**src/inc/ccs_pkg.sv**
```systemverilog
package ccs_pkg;
    // Register byte offsets
    localparam logic [7:0] CTRL_OFS = 8'h00;
    localparam logic [7:0] STAT_OFS = 8'h04;
    localparam logic [7:0] TCFG1_OFS = 8'h08;
    localparam logic [7:0] TCFG2_OFS = 8'h0C;
    localparam logic [7:0] TCFG3_OFS = 8'h10;
    localparam logic [7:0] MASK0_OFS = 8'h14;
    localparam logic [7:0] MASK1_OFS = 8'h18;
    localparam logic [7:0] RXB0_OFS = 8'h1C;
    localparam logic [7:0] RXB1_OFS = 8'h20;
    localparam logic [7:0] FILT_OFS = 8'h40;
    localparam logic [7:0] TXB_OFS = 8'h80;
    localparam logic [7:0] TXB_END = 8'hB0;
    // Counts of entries
    localparam int NUM_FILT = 6;
    localparam int NUM_TXB = 3;
    // Control and status fields
    localparam int REQUESTED_OPERATION_LSB = 0;
    localparam int SOFTRST_BIT = 8;
    localparam int OPMODE_LSB = 0;
    localparam int OSTBUSY_BIT = 4;
    localparam logic [2:0] MODE_NORMAL = 3'h0;
    localparam logic [2:0] MODE_CONFIG = 3'h4;
    // Identifier register layout: id in [15:5], extended enable in bit 3
    localparam int ID_LSB = 5;
    localparam int EXT_BIT = 3;
    // Receive status fields
    localparam int RX_FULL_BIT = 3;
    localparam int RX_EXT_BIT = 4;
    localparam int RX_ID_LSB = 16;
    // Transmit buffer fields, word index inside a buffer
    localparam int TRANSMIT_REQUEST_FLAG_BIT = 3;
    localparam logic [1:0] TXW_ID = 2'h0;
    localparam logic [1:0] TXW_DLC = 2'h1;
    localparam logic [1:0] TXW_DATA = 2'h2;
    localparam logic [1:0] TXW_CTL = 2'h3;
    // Start-up wait, in oscillator cycles; the oscillator is ref_clk
    localparam int OST_OSC_CYC = 128;
    localparam logic [7:0] OST_CYC = 8'(OST_OSC_CYC);
    // Bit timing field positions
    localparam int BRP_LSB = 0;
    localparam int PROP_LSB = 0;
    localparam int PS1_LSB = 3;
    localparam int PS2_LSB = 0;

    typedef enum logic {BUS_IDLE, BUS_DATA} ccs_bus_st_t;

    typedef struct packed {
        logic valid;
        logic ext;
        logic [10:0] id_std;
        logic [17:0] id_ext;
    } ccs_rx_frame_t;

    typedef struct packed {
        logic [15:0] id;
        logic [3:0] dlc;
        logic [31:0] data;
    } ccs_txb_t;

    typedef struct packed {
        logic tq_tick;
        logic sample_pt;
        logic bit_start;
    } ccs_bit_timing_t;
endpackage

```
**src/core/ccs_ctrl.sv**
```systemverilog
// Chosen here: the AHB-Lite register port and the register offsets.
`timescale 1ns/10ps
module ccs_ctrl
    import ccs_pkg::*;
(
    input wire logic ref_clk,
    input wire logic sys_rst,
    input wire logic rst_pin_n,
    input wire logic hsel,
    input wire logic [31:0] haddr,
    input wire logic [1:0] htrans,
    input wire logic hwrite,
    input wire logic [2:0] hsize,
    input wire logic [31:0] hwdata,
    input wire logic hready,
    output logic [31:0] hrdata,
    output logic hreadyout,
    output logic hresp,
    input wire ccs_rx_frame_t rx_frame,
    input wire logic [NUM_TXB-1:0] tx_done,
    output logic rx_ack,
    output logic [NUM_TXB-1:0] tx_req,
    output ccs_txb_t [NUM_TXB-1:0] tx_buf,
    output ccs_bit_timing_t timing,
    output logic [2:0] op_mode
);
    ccs_bus_st_t bus_st_ff;
    logic hreadyout_ff, hresp_ff, wr_ff, hi_zero_ff;
    logic [7:0] addr_ff;
    logic [31:0] hrdata_ff, rd_data;
    logic pin_s1_ff, pin_s2_ff, pin_s3_ff, pin_rst_ff, soft_rst_ff;
    logic [7:0] ost_cnt_ff;
    logic [2:0] requested_operation_ff, opmode_ff;
    logic [7:0] tcfg1_ff, tcfg2_ff, tcfg3_ff;
    logic [15:0] mask_ff [0:1];
    logic [15:0] filt_ff [0:NUM_FILT-1];
    logic [NUM_FILT-1:0] match, ext_ok;
    logic rx0_full_ff, rx1_full_ff, rx0_ext_ff, rx1_ext_ff;
    logic [2:0] rx0_fh_ff, rx1_fh_ff, nxt_fh1;
    logic [10:0] rx0_id_ff, rx1_id_ff;
    logic rx_ack_ff;
    ccs_txb_t [NUM_TXB-1:0] txb_ff;
    logic [NUM_TXB-1:0] transmit_request_flag_ff;
    logic [6:0] pre_cnt_ff;
    logic [4:0] tq_cnt_ff;
    ccs_bit_timing_t timing_ff;

    // Bus decode; every access takes one wait state so reads see prior writes
    wire acc = hsel & htrans[1] & hready;
    wire wr_stb = (bus_st_ff == BUS_DATA) & wr_ff & hi_zero_ff;
    wire core_rst = sys_rst | pin_rst_ff | soft_rst_ff;
    wire ost_busy = ost_cnt_ff != 8'h00;
    wire cfg_mode = opmode_ff == MODE_CONFIG;
    wire norm_mode = opmode_ff == MODE_NORMAL;
    wire cfg_wr = wr_stb & cfg_mode;
    wire filt_sel = addr_ff >= FILT_OFS && addr_ff < FILT_OFS + 8'(4 * NUM_FILT);
    wire [7:0] filt_rel = addr_ff - FILT_OFS;
    wire [2:0] filt_idx = filt_rel[4:2];
    wire txb_sel = addr_ff >= TXB_OFS && addr_ff < TXB_END;
    wire [7:0] txb_rel = addr_ff - TXB_OFS;
    wire [1:0] txb_idx = txb_rel[5:4];
    wire [1:0] txb_word = txb_rel[3:2];
    wire rx_go = norm_mode & rx_frame.valid;
    wire hit0 = match[0] | match[1];
    wire hit1 = |match[5:2];
    wire take0 = rx_go & hit0 & ~rx0_full_ff;
    wire take1 = rx_go & ~hit0 & hit1 & ~rx1_full_ff;
    wire rx0_clr = wr_stb & addr_ff == RXB0_OFS & hwdata[RX_FULL_BIT];
    wire rx1_clr = wr_stb & addr_ff == RXB1_OFS & hwdata[RX_FULL_BIT];
    wire [5:0] baud_prescaler = tcfg1_ff[BRP_LSB +: 6];
    wire [6:0] pre_top = {baud_prescaler, 1'b1};
    wire [4:0] prop_tq = 5'(tcfg2_ff[PROP_LSB +: 3]) + 5'h01;
    wire [4:0] ps1_tq = 5'(tcfg2_ff[PS1_LSB +: 3]) + 5'h01;
    wire [4:0] ps2_tq = 5'(tcfg3_ff[PS2_LSB +: 3]) + 5'h01;
    wire [4:0] bit_len = 5'h01 + prop_tq + ps1_tq + ps2_tq;
    wire [4:0] samp_idx = prop_tq + ps1_tq;
    wire tq_tick = ~cfg_mode & pre_cnt_ff == pre_top;

    // Bus slave: address phase, then one held data cycle
    always_ff @(posedge ref_clk) begin
        if (sys_rst) begin
            bus_st_ff <= BUS_IDLE;
            hreadyout_ff <= 1'b1;
            hresp_ff <= 1'b0;
            wr_ff <= 1'b0;
            hi_zero_ff <= 1'b0;
            addr_ff <= 8'h00;
            hrdata_ff <= 32'h0000_0000;
        end else begin
            case (bus_st_ff)
                BUS_IDLE: begin
                    if (acc) begin
                        bus_st_ff <= BUS_DATA;
                        hreadyout_ff <= 1'b0;
                        wr_ff <= hwrite;
                        hi_zero_ff <= haddr[31:8] == 24'h00_0000;
                        addr_ff <= haddr[7:0];
                    end
                end
                BUS_DATA: begin
                    bus_st_ff <= BUS_IDLE;
                    hreadyout_ff <= 1'b1;
                    if (!wr_ff) begin
                        hrdata_ff <= hi_zero_ff ? rd_data : 32'h0000_0000;
                    end
                end
                default: bus_st_ff <= BUS_IDLE;
            endcase
        end
    end

    // Read mux; unmapped offsets read as zero
    always_comb begin
        rd_data = 32'h0000_0000;
        if (addr_ff == CTRL_OFS) begin
            rd_data[REQUESTED_OPERATION_LSB +: 3] = requested_operation_ff;
        end else if (addr_ff == STAT_OFS) begin
            rd_data[OPMODE_LSB +: 3] = opmode_ff;
            rd_data[OSTBUSY_BIT] = ost_busy;
        end else if (addr_ff == TCFG1_OFS) begin
            rd_data[7:0] = tcfg1_ff;
        end else if (addr_ff == TCFG2_OFS) begin
            rd_data[7:0] = tcfg2_ff;
        end else if (addr_ff == TCFG3_OFS) begin
            rd_data[7:0] = tcfg3_ff;
        end else if (addr_ff == MASK0_OFS || addr_ff == MASK1_OFS) begin
            rd_data[15:0] = mask_ff[addr_ff == MASK1_OFS];
        end else if (addr_ff == RXB0_OFS) begin
            rd_data = {5'h00, rx0_id_ff, 11'h000, rx0_ext_ff, rx0_full_ff, rx0_fh_ff};
        end else if (addr_ff == RXB1_OFS) begin
            rd_data = {5'h00, rx1_id_ff, 11'h000, rx1_ext_ff, rx1_full_ff, rx1_fh_ff};
        end else if (filt_sel) begin
            rd_data[15:0] = filt_ff[filt_idx];
        end else if (txb_sel && txb_word == TXW_ID) begin
            rd_data[15:0] = txb_ff[txb_idx].id;
        end else if (txb_sel && txb_word == TXW_DLC) begin
            rd_data[3:0] = txb_ff[txb_idx].dlc;
        end else if (txb_sel && txb_word == TXW_DATA) begin
            rd_data = txb_ff[txb_idx].data;
        end else if (txb_sel) begin
            rd_data[TRANSMIT_REQUEST_FLAG_BIT] = transmit_request_flag_ff[txb_idx];
        end
    end

    // Reset pin: three stages, a level counts once stages two and three agree
    always_ff @(posedge ref_clk) begin
        if (sys_rst) begin
            pin_s1_ff <= 1'b1;
            pin_s2_ff <= 1'b1;
            pin_s3_ff <= 1'b1;
            pin_rst_ff <= 1'b0;
            soft_rst_ff <= 1'b0;
        end else begin
            pin_s1_ff <= rst_pin_n;
            pin_s2_ff <= pin_s1_ff;
            pin_s3_ff <= pin_s2_ff;
            if (pin_s2_ff == pin_s3_ff) begin
                pin_rst_ff <= ~pin_s3_ff;
            end
            soft_rst_ff <= wr_stb & addr_ff == CTRL_OFS & hwdata[SOFTRST_BIT];
        end
    end

    // Start-up timer restarts on every reset source and holds the mode
    always_ff @(posedge ref_clk) begin
        if (core_rst) begin
            ost_cnt_ff <= OST_CYC;
        end else if (ost_busy) begin
            ost_cnt_ff <= ost_cnt_ff - 8'h01;
        end
    end

    // Mode request and mode state
    always_ff @(posedge ref_clk) begin
        if (core_rst) begin
            requested_operation_ff <= MODE_CONFIG;
            opmode_ff <= MODE_CONFIG;
        end else begin
            if (wr_stb && addr_ff == CTRL_OFS) begin
                requested_operation_ff <= hwdata[REQUESTED_OPERATION_LSB +: 3];
            end
            if (!ost_busy) begin
                opmode_ff <= requested_operation_ff;
            end
        end
    end

    // Timing and masks; a write outside configuration mode is dropped
    always_ff @(posedge ref_clk) begin
        if (core_rst) begin
            tcfg1_ff <= 8'h00;
            tcfg2_ff <= 8'h00;
            tcfg3_ff <= 8'h00;
            mask_ff[0] <= 16'h0000;
            mask_ff[1] <= 16'h0000;
        end else begin
            if (cfg_wr && addr_ff == TCFG1_OFS) tcfg1_ff <= hwdata[7:0];
            if (cfg_wr && addr_ff == TCFG2_OFS) tcfg2_ff <= hwdata[7:0];
            if (cfg_wr && addr_ff == TCFG3_OFS) tcfg3_ff <= hwdata[7:0];
            if (cfg_wr && addr_ff == MASK0_OFS) mask_ff[0] <= hwdata[15:0];
            if (cfg_wr && addr_ff == MASK1_OFS) mask_ff[1] <= hwdata[15:0];
        end
    end

    // Filters 0 and 1 use mask 0; filters 2 to 5 use mask 1
    for (genvar i = 0; i < NUM_FILT; i++) begin : g_filt
        wire [10:0] msk = mask_ff[i >= 2][15:ID_LSB];
        always_ff @(posedge ref_clk) begin
            if (core_rst) begin
                filt_ff[i] <= 16'h0000;
            end else if (cfg_wr && filt_sel && filt_idx == 3'(i)) begin
                filt_ff[i] <= hwdata[15:0];
            end
        end
        assign ext_ok[i] = filt_ff[i][EXT_BIT] == rx_frame.ext;
        assign match[i] = ext_ok[i] & ((filt_ff[i][15:ID_LSB] ^ rx_frame.id_std) & msk) == 11'h000;
    end

    // Lowest matching buffer-one filter wins
    assign nxt_fh1 = match[2] ? 3'h2 : match[3] ? 3'h3 : match[4] ? 3'h4 : 3'h5;

    // Receive buffers; a full buffer drops the frame, a new frame beats a clear
    always_ff @(posedge ref_clk) begin
        if (core_rst) begin
            rx0_full_ff <= 1'b0;
            rx1_full_ff <= 1'b0;
            rx0_fh_ff <= 3'h0;
            rx1_fh_ff <= 3'h0;
            rx0_ext_ff <= 1'b0;
            rx1_ext_ff <= 1'b0;
            rx0_id_ff <= 11'h000;
            rx1_id_ff <= 11'h000;
            rx_ack_ff <= 1'b0;
        end else begin
            rx_ack_ff <= rx_go;
            if (take0) begin
                rx0_full_ff <= 1'b1;
                rx0_fh_ff <= match[0] ? 3'h0 : 3'h1;
                rx0_ext_ff <= rx_frame.ext;
                rx0_id_ff <= rx_frame.id_std;
            end else if (rx0_clr) begin
                rx0_full_ff <= 1'b0;
            end
            if (take1) begin
                rx1_full_ff <= 1'b1;
                rx1_fh_ff <= nxt_fh1;
                rx1_ext_ff <= rx_frame.ext;
                rx1_id_ff <= rx_frame.id_std;
            end else if (rx1_clr) begin
                rx1_full_ff <= 1'b0;
            end
        end
    end

    // Transmit buffers; loads are refused while a request is pending
    for (genvar t = 0; t < NUM_TXB; t++) begin : g_txb
        wire hit = wr_stb & txb_sel & txb_idx == 2'(t);
        wire set_req = hit & txb_word == TXW_CTL & hwdata[TRANSMIT_REQUEST_FLAG_BIT];
        always_ff @(posedge ref_clk) begin
            if (core_rst) begin
                txb_ff[t] <= '0;
                transmit_request_flag_ff[t] <= 1'b0;
            end else begin
                if (hit && !transmit_request_flag_ff[t] && txb_word == TXW_ID) txb_ff[t].id <= hwdata[15:0];
                if (hit && !transmit_request_flag_ff[t] && txb_word == TXW_DLC) txb_ff[t].dlc <= hwdata[3:0];
                if (hit && !transmit_request_flag_ff[t] && txb_word == TXW_DATA) txb_ff[t].data <= hwdata;
                if (set_req) begin
                    transmit_request_flag_ff[t] <= 1'b1;
                end else if (tx_done[t]) begin
                    transmit_request_flag_ff[t] <= 1'b0;
                end
            end
        end
    end

    // Quantum prescaler and bit segment counter, idle in configuration
    always_ff @(posedge ref_clk) begin
        if (core_rst || cfg_mode) begin
            pre_cnt_ff <= 7'h00;
            tq_cnt_ff <= 5'h00;
            timing_ff <= '0;
        end else begin
            pre_cnt_ff <= tq_tick ? 7'h00 : pre_cnt_ff + 7'h01;
            if (tq_tick) begin
                tq_cnt_ff <= tq_cnt_ff + 5'h01 >= bit_len ? 5'h00 : tq_cnt_ff + 5'h01;
            end
            timing_ff.tq_tick <= tq_tick;
            timing_ff.sample_pt <= tq_tick & tq_cnt_ff == samp_idx;
            timing_ff.bit_start <= tq_tick & tq_cnt_ff + 5'h01 >= bit_len;
        end
    end

    assign hrdata = hrdata_ff;
    assign hreadyout = hreadyout_ff;
    assign hresp = hresp_ff;
    assign rx_ack = rx_ack_ff;
    assign tx_req = transmit_request_flag_ff;
    assign tx_buf = txb_ff;
    assign timing = timing_ff;
    assign op_mode = opmode_ff;

    // Helper: clocks since the last quantum tick
    logic [7:0] gap_ff;
    always_ff @(posedge ref_clk) begin
        if (core_rst || cfg_mode || tq_tick) gap_ff <= 8'h00;
        else gap_ff <= gap_ff + 8'h01;
    end

    a_reset_config: assert property (@(posedge ref_clk)
        core_rst |=> opmode_ff == MODE_CONFIG && requested_operation_ff == MODE_CONFIG && ost_cnt_ff == OST_CYC)
        else $error("reset did not enter configuration");
    a_ost_holds: assert property (@(posedge ref_clk) disable iff (sys_rst)
        $fell(core_rst) |-> (ost_busy && opmode_ff == MODE_CONFIG) [*8])
        else $error("mode changed during start-up wait");
    a_timing_locked: assert property (@(posedge ref_clk) disable iff (core_rst)
        wr_stb && !cfg_mode |=> $stable(tcfg1_ff) && $stable(tcfg2_ff) && $stable(mask_ff[1]))
        else $error("locked register changed outside configuration");
    a_tq_period: assert property (@(posedge ref_clk) disable iff (core_rst)
        tq_tick && $past(tq_tick) == 1'b0 |-> gap_ff == 8'(pre_top) || $past(cfg_mode))
        else $error("quantum period wrong");
    a_normal_entry: assert property (@(posedge ref_clk) disable iff (core_rst)
        requested_operation_ff == MODE_NORMAL && !ost_busy |=> opmode_ff == MODE_NORMAL)
        else $error("Normal mode not entered");
    a_rx0_first: assert property (@(posedge ref_clk) disable iff (core_rst)
        rx_go && hit0 |=> $stable(rx1_full_ff) || $past(rx1_clr))
        else $error("buffer one took a buffer zero frame");
    a_rx_store: assert property (@(posedge ref_clk) disable iff (core_rst)
        take1 && match[2] |=> rx1_full_ff && rx1_fh_ff == 3'h2)
        else $error("filter hit not reported");
    a_ext_reject: assert property (@(posedge ref_clk) disable iff (core_rst)
        rx_go && rx_frame.ext != filt_ff[0][EXT_BIT] && rx_frame.ext != filt_ff[1][EXT_BIT] && !rx0_clr
        |=> $stable(rx0_full_ff))
        else $error("frame of wrong identifier type stored");
    a_tx_guard: assert property (@(posedge ref_clk) disable iff (core_rst)
        wr_stb && txb_sel && transmit_request_flag_ff[txb_idx] |=> $stable(txb_ff))
        else $error("pending transmit buffer was modified");
    a_bus_wait: assert property (@(posedge ref_clk) disable iff (sys_rst)
        bus_st_ff == BUS_IDLE && acc |=> !hreadyout_ff ##1 hreadyout_ff)
        else $error("bus answer timing wrong");
endmodule

```
**config.mk**
```make
export PLATFORM = sky130hd
export DESIGN_NAME = ccs_ctrl
export DESIGN_NICKNAME = d
export VERILOG_FILES = /design/src/inc/ccs_pkg.sv /design/src/core/ccs_ctrl.sv
export SDC_FILE = /design/constraint.sdc
export NUM_CORES = 1
export LEC_CHECK = 0
export ABC_AREA = 1
export BUFFER_PORTS_ARGS = -buffer_cell sky130_fd_sc_hd__buf_2
export CAP_MARGIN = 20
export CORE_UTILIZATION = 39
export CTS_BUF_LIST = sky130_fd_sc_hd__clkbuf_16
export CTS_CLUSTER_SIZE = 16
export DETAILED_ROUTE_END_ITERATION = 16
export PLACE_DENSITY_LB_ADDON = 0.25
export REMOVE_ABC_BUFFERS = 1
export SLEW_MARGIN = 20
export SYNTH_ARGS = -nofsm -noshare
export SYNTH_HDL_FRONTEND = slang
export SYNTH_SLANG_ARGS = --single-unit
```
**constraint.sdc**
```tcl
create_clock -name ref_clk -period 3.95 [get_ports ref_clk]
set_clock_uncertainty 0.05 [all_clocks]
set_input_delay 0.5925 -clock ref_clk [delete_from_list [all_inputs] [get_ports ref_clk]]
set_output_delay 0.5925 -clock ref_clk [all_outputs]
set_load 0.005 [all_outputs]
```
==> key figures <==
Synth
  – Synthesized area: 19700 µm²
  – Synth unique cells: 50
  – Register area share after synthesis: 0.496
  – Async SR Flop Fraction: 0
  – Top FF cell, synth: dfxtp_1
  – Number of synthesized flops with an enable pin: 128
  – Post-synthesis register bit count: 423
  – Synthesis warning total: 0
  – Mapped Cells: 2523
  – Syn Area/Cell: 7.79 µm²

Timing
  – Ratio of final minimum period to clock period: 0.843
  – Setup slack after layout: 0.622 ns
  – Slew margin rel.: 0.310
  – RSZ-0062 raised after global routing: no
  – Fin crit period: 3.33 ns
  – Min Hold Slack: 0.163 ns
  – Final slew viol count: 0
  – Worst-margin pin slew: 1.03 ns
  – F_max: 300 MHz
  – Final Hold Fails: 0
  – Final setup viols: 0
  – Setup TNS: 0 ns

Min path
  – Worst Hold Class: input port to register

Floorplanning
  – Starting Density: 0.398
  – Chip height: 226 µm
  – I/O pin total: 309
  – Rows: 81
  – DIE WIDTH: 226 µm
  – Core Box Area: 49400 µm²
  – Die area: 51300 µm²

Drt
  – WL/cell: 20.0 µm
  – Initial DRC count: 1775
  – Vias/cell: 5.39
  – DRC violations left: 0
  – Vias: 18617
  – Post-DRT Antenna Nets: 0
  – Detailed-route wire length: 69100 µm
  – DR pass1 iterations: 5

Power and ir drop
  – LEAKAGE: 9.99 nW
  – Power share of the clock group: 0.435
  – Internal cell power: 7.19 mW
  – PwrDens: 420 nW/µm²
  – Net Switching: 2.54 mW
  – Combinational fraction of design power: 0.088
  – Net Sw Frac: 0.261
  – Peak supply drop: 0.000278 V
  – Sequential share of power: 0.477
  – Tot Pwr: 9.73 mW

Critical path
  – Worst setup EP type: register
  – Req. time, crit path: 4.42 ns
  – Critical-path cell list: ha_1 -> xor2_1 -> inv_1 -> fa_1 -> inv_1 -> ha_1 -> inv_1 -> o21ai_0 -> xnor2_1 -> ha_1 -> a21o_1 -> a21oi_1 -> nand3_1 -> o21ai_0
  – Worst-path fanout max: 6
  – Crit start category: register
  – Critical Path Max Stage Delay: 0.51 ns
  – CP arrival: 3.79 ns
  – Crit Path Class: register to register
  – Slowest CP cell: fa_1

Placement
  – Final RePlAce weighted congestion: 0.887
  – PortBufs: 285
  – Post-DP HPWL: 47200 µm
  – Pre-CTS setup slack: 0.651 ns

CTS
  – Root buffer cell: clkbuf_16
  – H-tree depth: 2
  – PostCTS Resize Cnt: 0
  – Worst-Skew Late Latency: 0.60 ns
  – Hold_buf cts: 0
  – CTS tree: yes
  – Post-CTS setup buffers: 0
  – CTS max path bufs: 3
  – CTS Buf Count: 48
  – Clock-pin slew on the worst setup and hold paths: 0.05 ns
  – # clock sinks: 423

Final layout
  – Area of the multi-input gates: 8480 µm²
  – # nets final: 2882
  – Reg area: 9750 µm²
  – # fillers: 4941
  – Area Growth Syn to Fin: 17.8%
  – Ratio of cells with drive above 1 in the final layout: 0.179
  – Core Util, Final: 0.469

Global route
  – Vias in the first global route: 17674
  – Congestion Overflow GR: 0
  – Initial antenna violation count: 1
  – First-pass GRT wire length: 103000 µm
  – Total track usage: 0.265
  – Pin count of the biggest net entering global routing: 107

Job
  – Max-cap violation count: 0

Outcome
  – Status: completed
cells in the mapped netlist (all sizes together) (22+ instances only):
cell type / instances / area, µm²
nor3: 22 / 120
buf: 64 / 318
dfxtp: 295 / 5910
o221ai: 23 / 201
a21oi: 319 / 1600
clkbuf: 95 / 357
inv: 206 / 773
nand2: 431 / 1630
nor2: 341 / 1350
o21ai: 324 / 1620
nand3: 112 / 576
edfxtp: 128 / 3840
through the flow:
stage          cell area [µm²]  std cells
6_report                 23100       3451
5_1_grt                  23100       3450
4_1_cts                  23100       3450
3_5_place_dp             21700       3364
3_3_place_gp             21700       3364
2_1_floorplan            19000       2364
registers in the layout, indices dropped and copies added, names as in the netlist, 3 cells and up, named ones only:
register	cells
rx1_id_ff	11
mask_ff	32
hrdata	32
filt_ff	96
tcfg2_ff	8
tx_req	3
rx0_id_ff	11
tx_buf	156
op_mode	3
tcfg1_ff	8
tq_cnt_ff	5
ost_cnt_ff	8
pre_cnt_ff	7
addr_ff	8
timing	3
rx1_fh_ff	3
requested_operation_ff	3
tcfg3_ff	8
layout by cell type, fill, tap and decap left out, types with 3 or more instances in the layout:
master	count
inv_2	27
o211ai_1	6
ha_1	19
o22ai_1	14
nor2_1	317
dfxtp_1	295
nor4_1	12
fa_1	4
o21ai_0	294
a22oi_1	10
nor3_1	19
clkinv_2	10
buf_4	49
buf_2	285
nand4_1	14
a211oi_1	9
nor3_2	3
edfxtp_1	128
nand2_1	427
nand3_1	109
xnor2_1	11
clkinvlp_4	3
clkbuf_16	49
a21oi_1	319
xor2_1	16
clkinv_1	7
nor2_2	17
nand3_2	3
nor2_4	7
inv_1	189
or2_2	20
nand2_2	4
o221ai_1	23
o221a_2	4
o21ai_1	30
clkinvlp_2	4
power groups by stage:
stage,clock network [mW],registers (mW),logic (mW)
6_report,4.24,4.64,0.853
5_1_grt,4.47,4.65,0.936
4_1_cts,4.30,4.64,0.844
3_5_place_dp,0,4.73,0.839
3_3_place_gp,0,4.73,0.825
2_1_floorplan,0,4.73,0.485
cells by family after synthesis:
| kind of cell | Yosys count | share of synthesized area |
|---|---|---|
| flops | 423 | 0.496 |
| fa+ha+maj | 23 | 0.0162 |
| compound gates | 721 | 0.195 |
| buf+inv | 368 | 0.0742 |
| other cells | 1 | 0.000191 |
| xor+xnor | 27 | 0.0120 |
| simple gates | 958 | 0.205 |
| mux | 2 | 0.00102 |
worst paths after layout:
check	depth (start not counted)	slack, ns	end	startpoint
max	14	0.62	tq_cnt_ff[3]	tcfg2_ff[3]
min	2	0.16	pin_s1_ff	rst_pin_n
max reg2reg	14	0.62	tq_cnt_ff[3]	tcfg2_ff[3]
min reg2reg	1	0.35	pin_rst_ff	pin_s3_ff
metal layers:
layer | global-route usage | share of wire | vias to the layer above | wire length (µm)
met1 | 0.355 | 0.43 | 8686 | 29700
li1 | - | - | 8931 | -
met2 | 0.418 | 0.44 | 887 | 30600
met5 | 0 | 0 | - | 0
met3 | 0.0647 | 0.10 | 113 | 7140
met4 | 0.0878 | 0.024 | 0 | 1650
layout make-up:
cell class	instances	share of cell area
diodes	1	0.000108
clock buffers	49	0.0530
clock inverters	37	0.0104
inverters	209	0.0339
multi-input cells	1732	0.366
flip-flops and latches	423	0.421
well taps	664	0.0359
repair buffers	336	0.0792
worst max-delay path, delay by kind of cell (launching register included):
family          cells  cell delay (ns)
simple gates        1             0.15
flops               1             0.38
compound gates      4             0.89
fa+ha+maj           4             1.24
xor+xnor            2             0.35
buf+inv             3             0.18
Power figures use the tool's default switching activity.
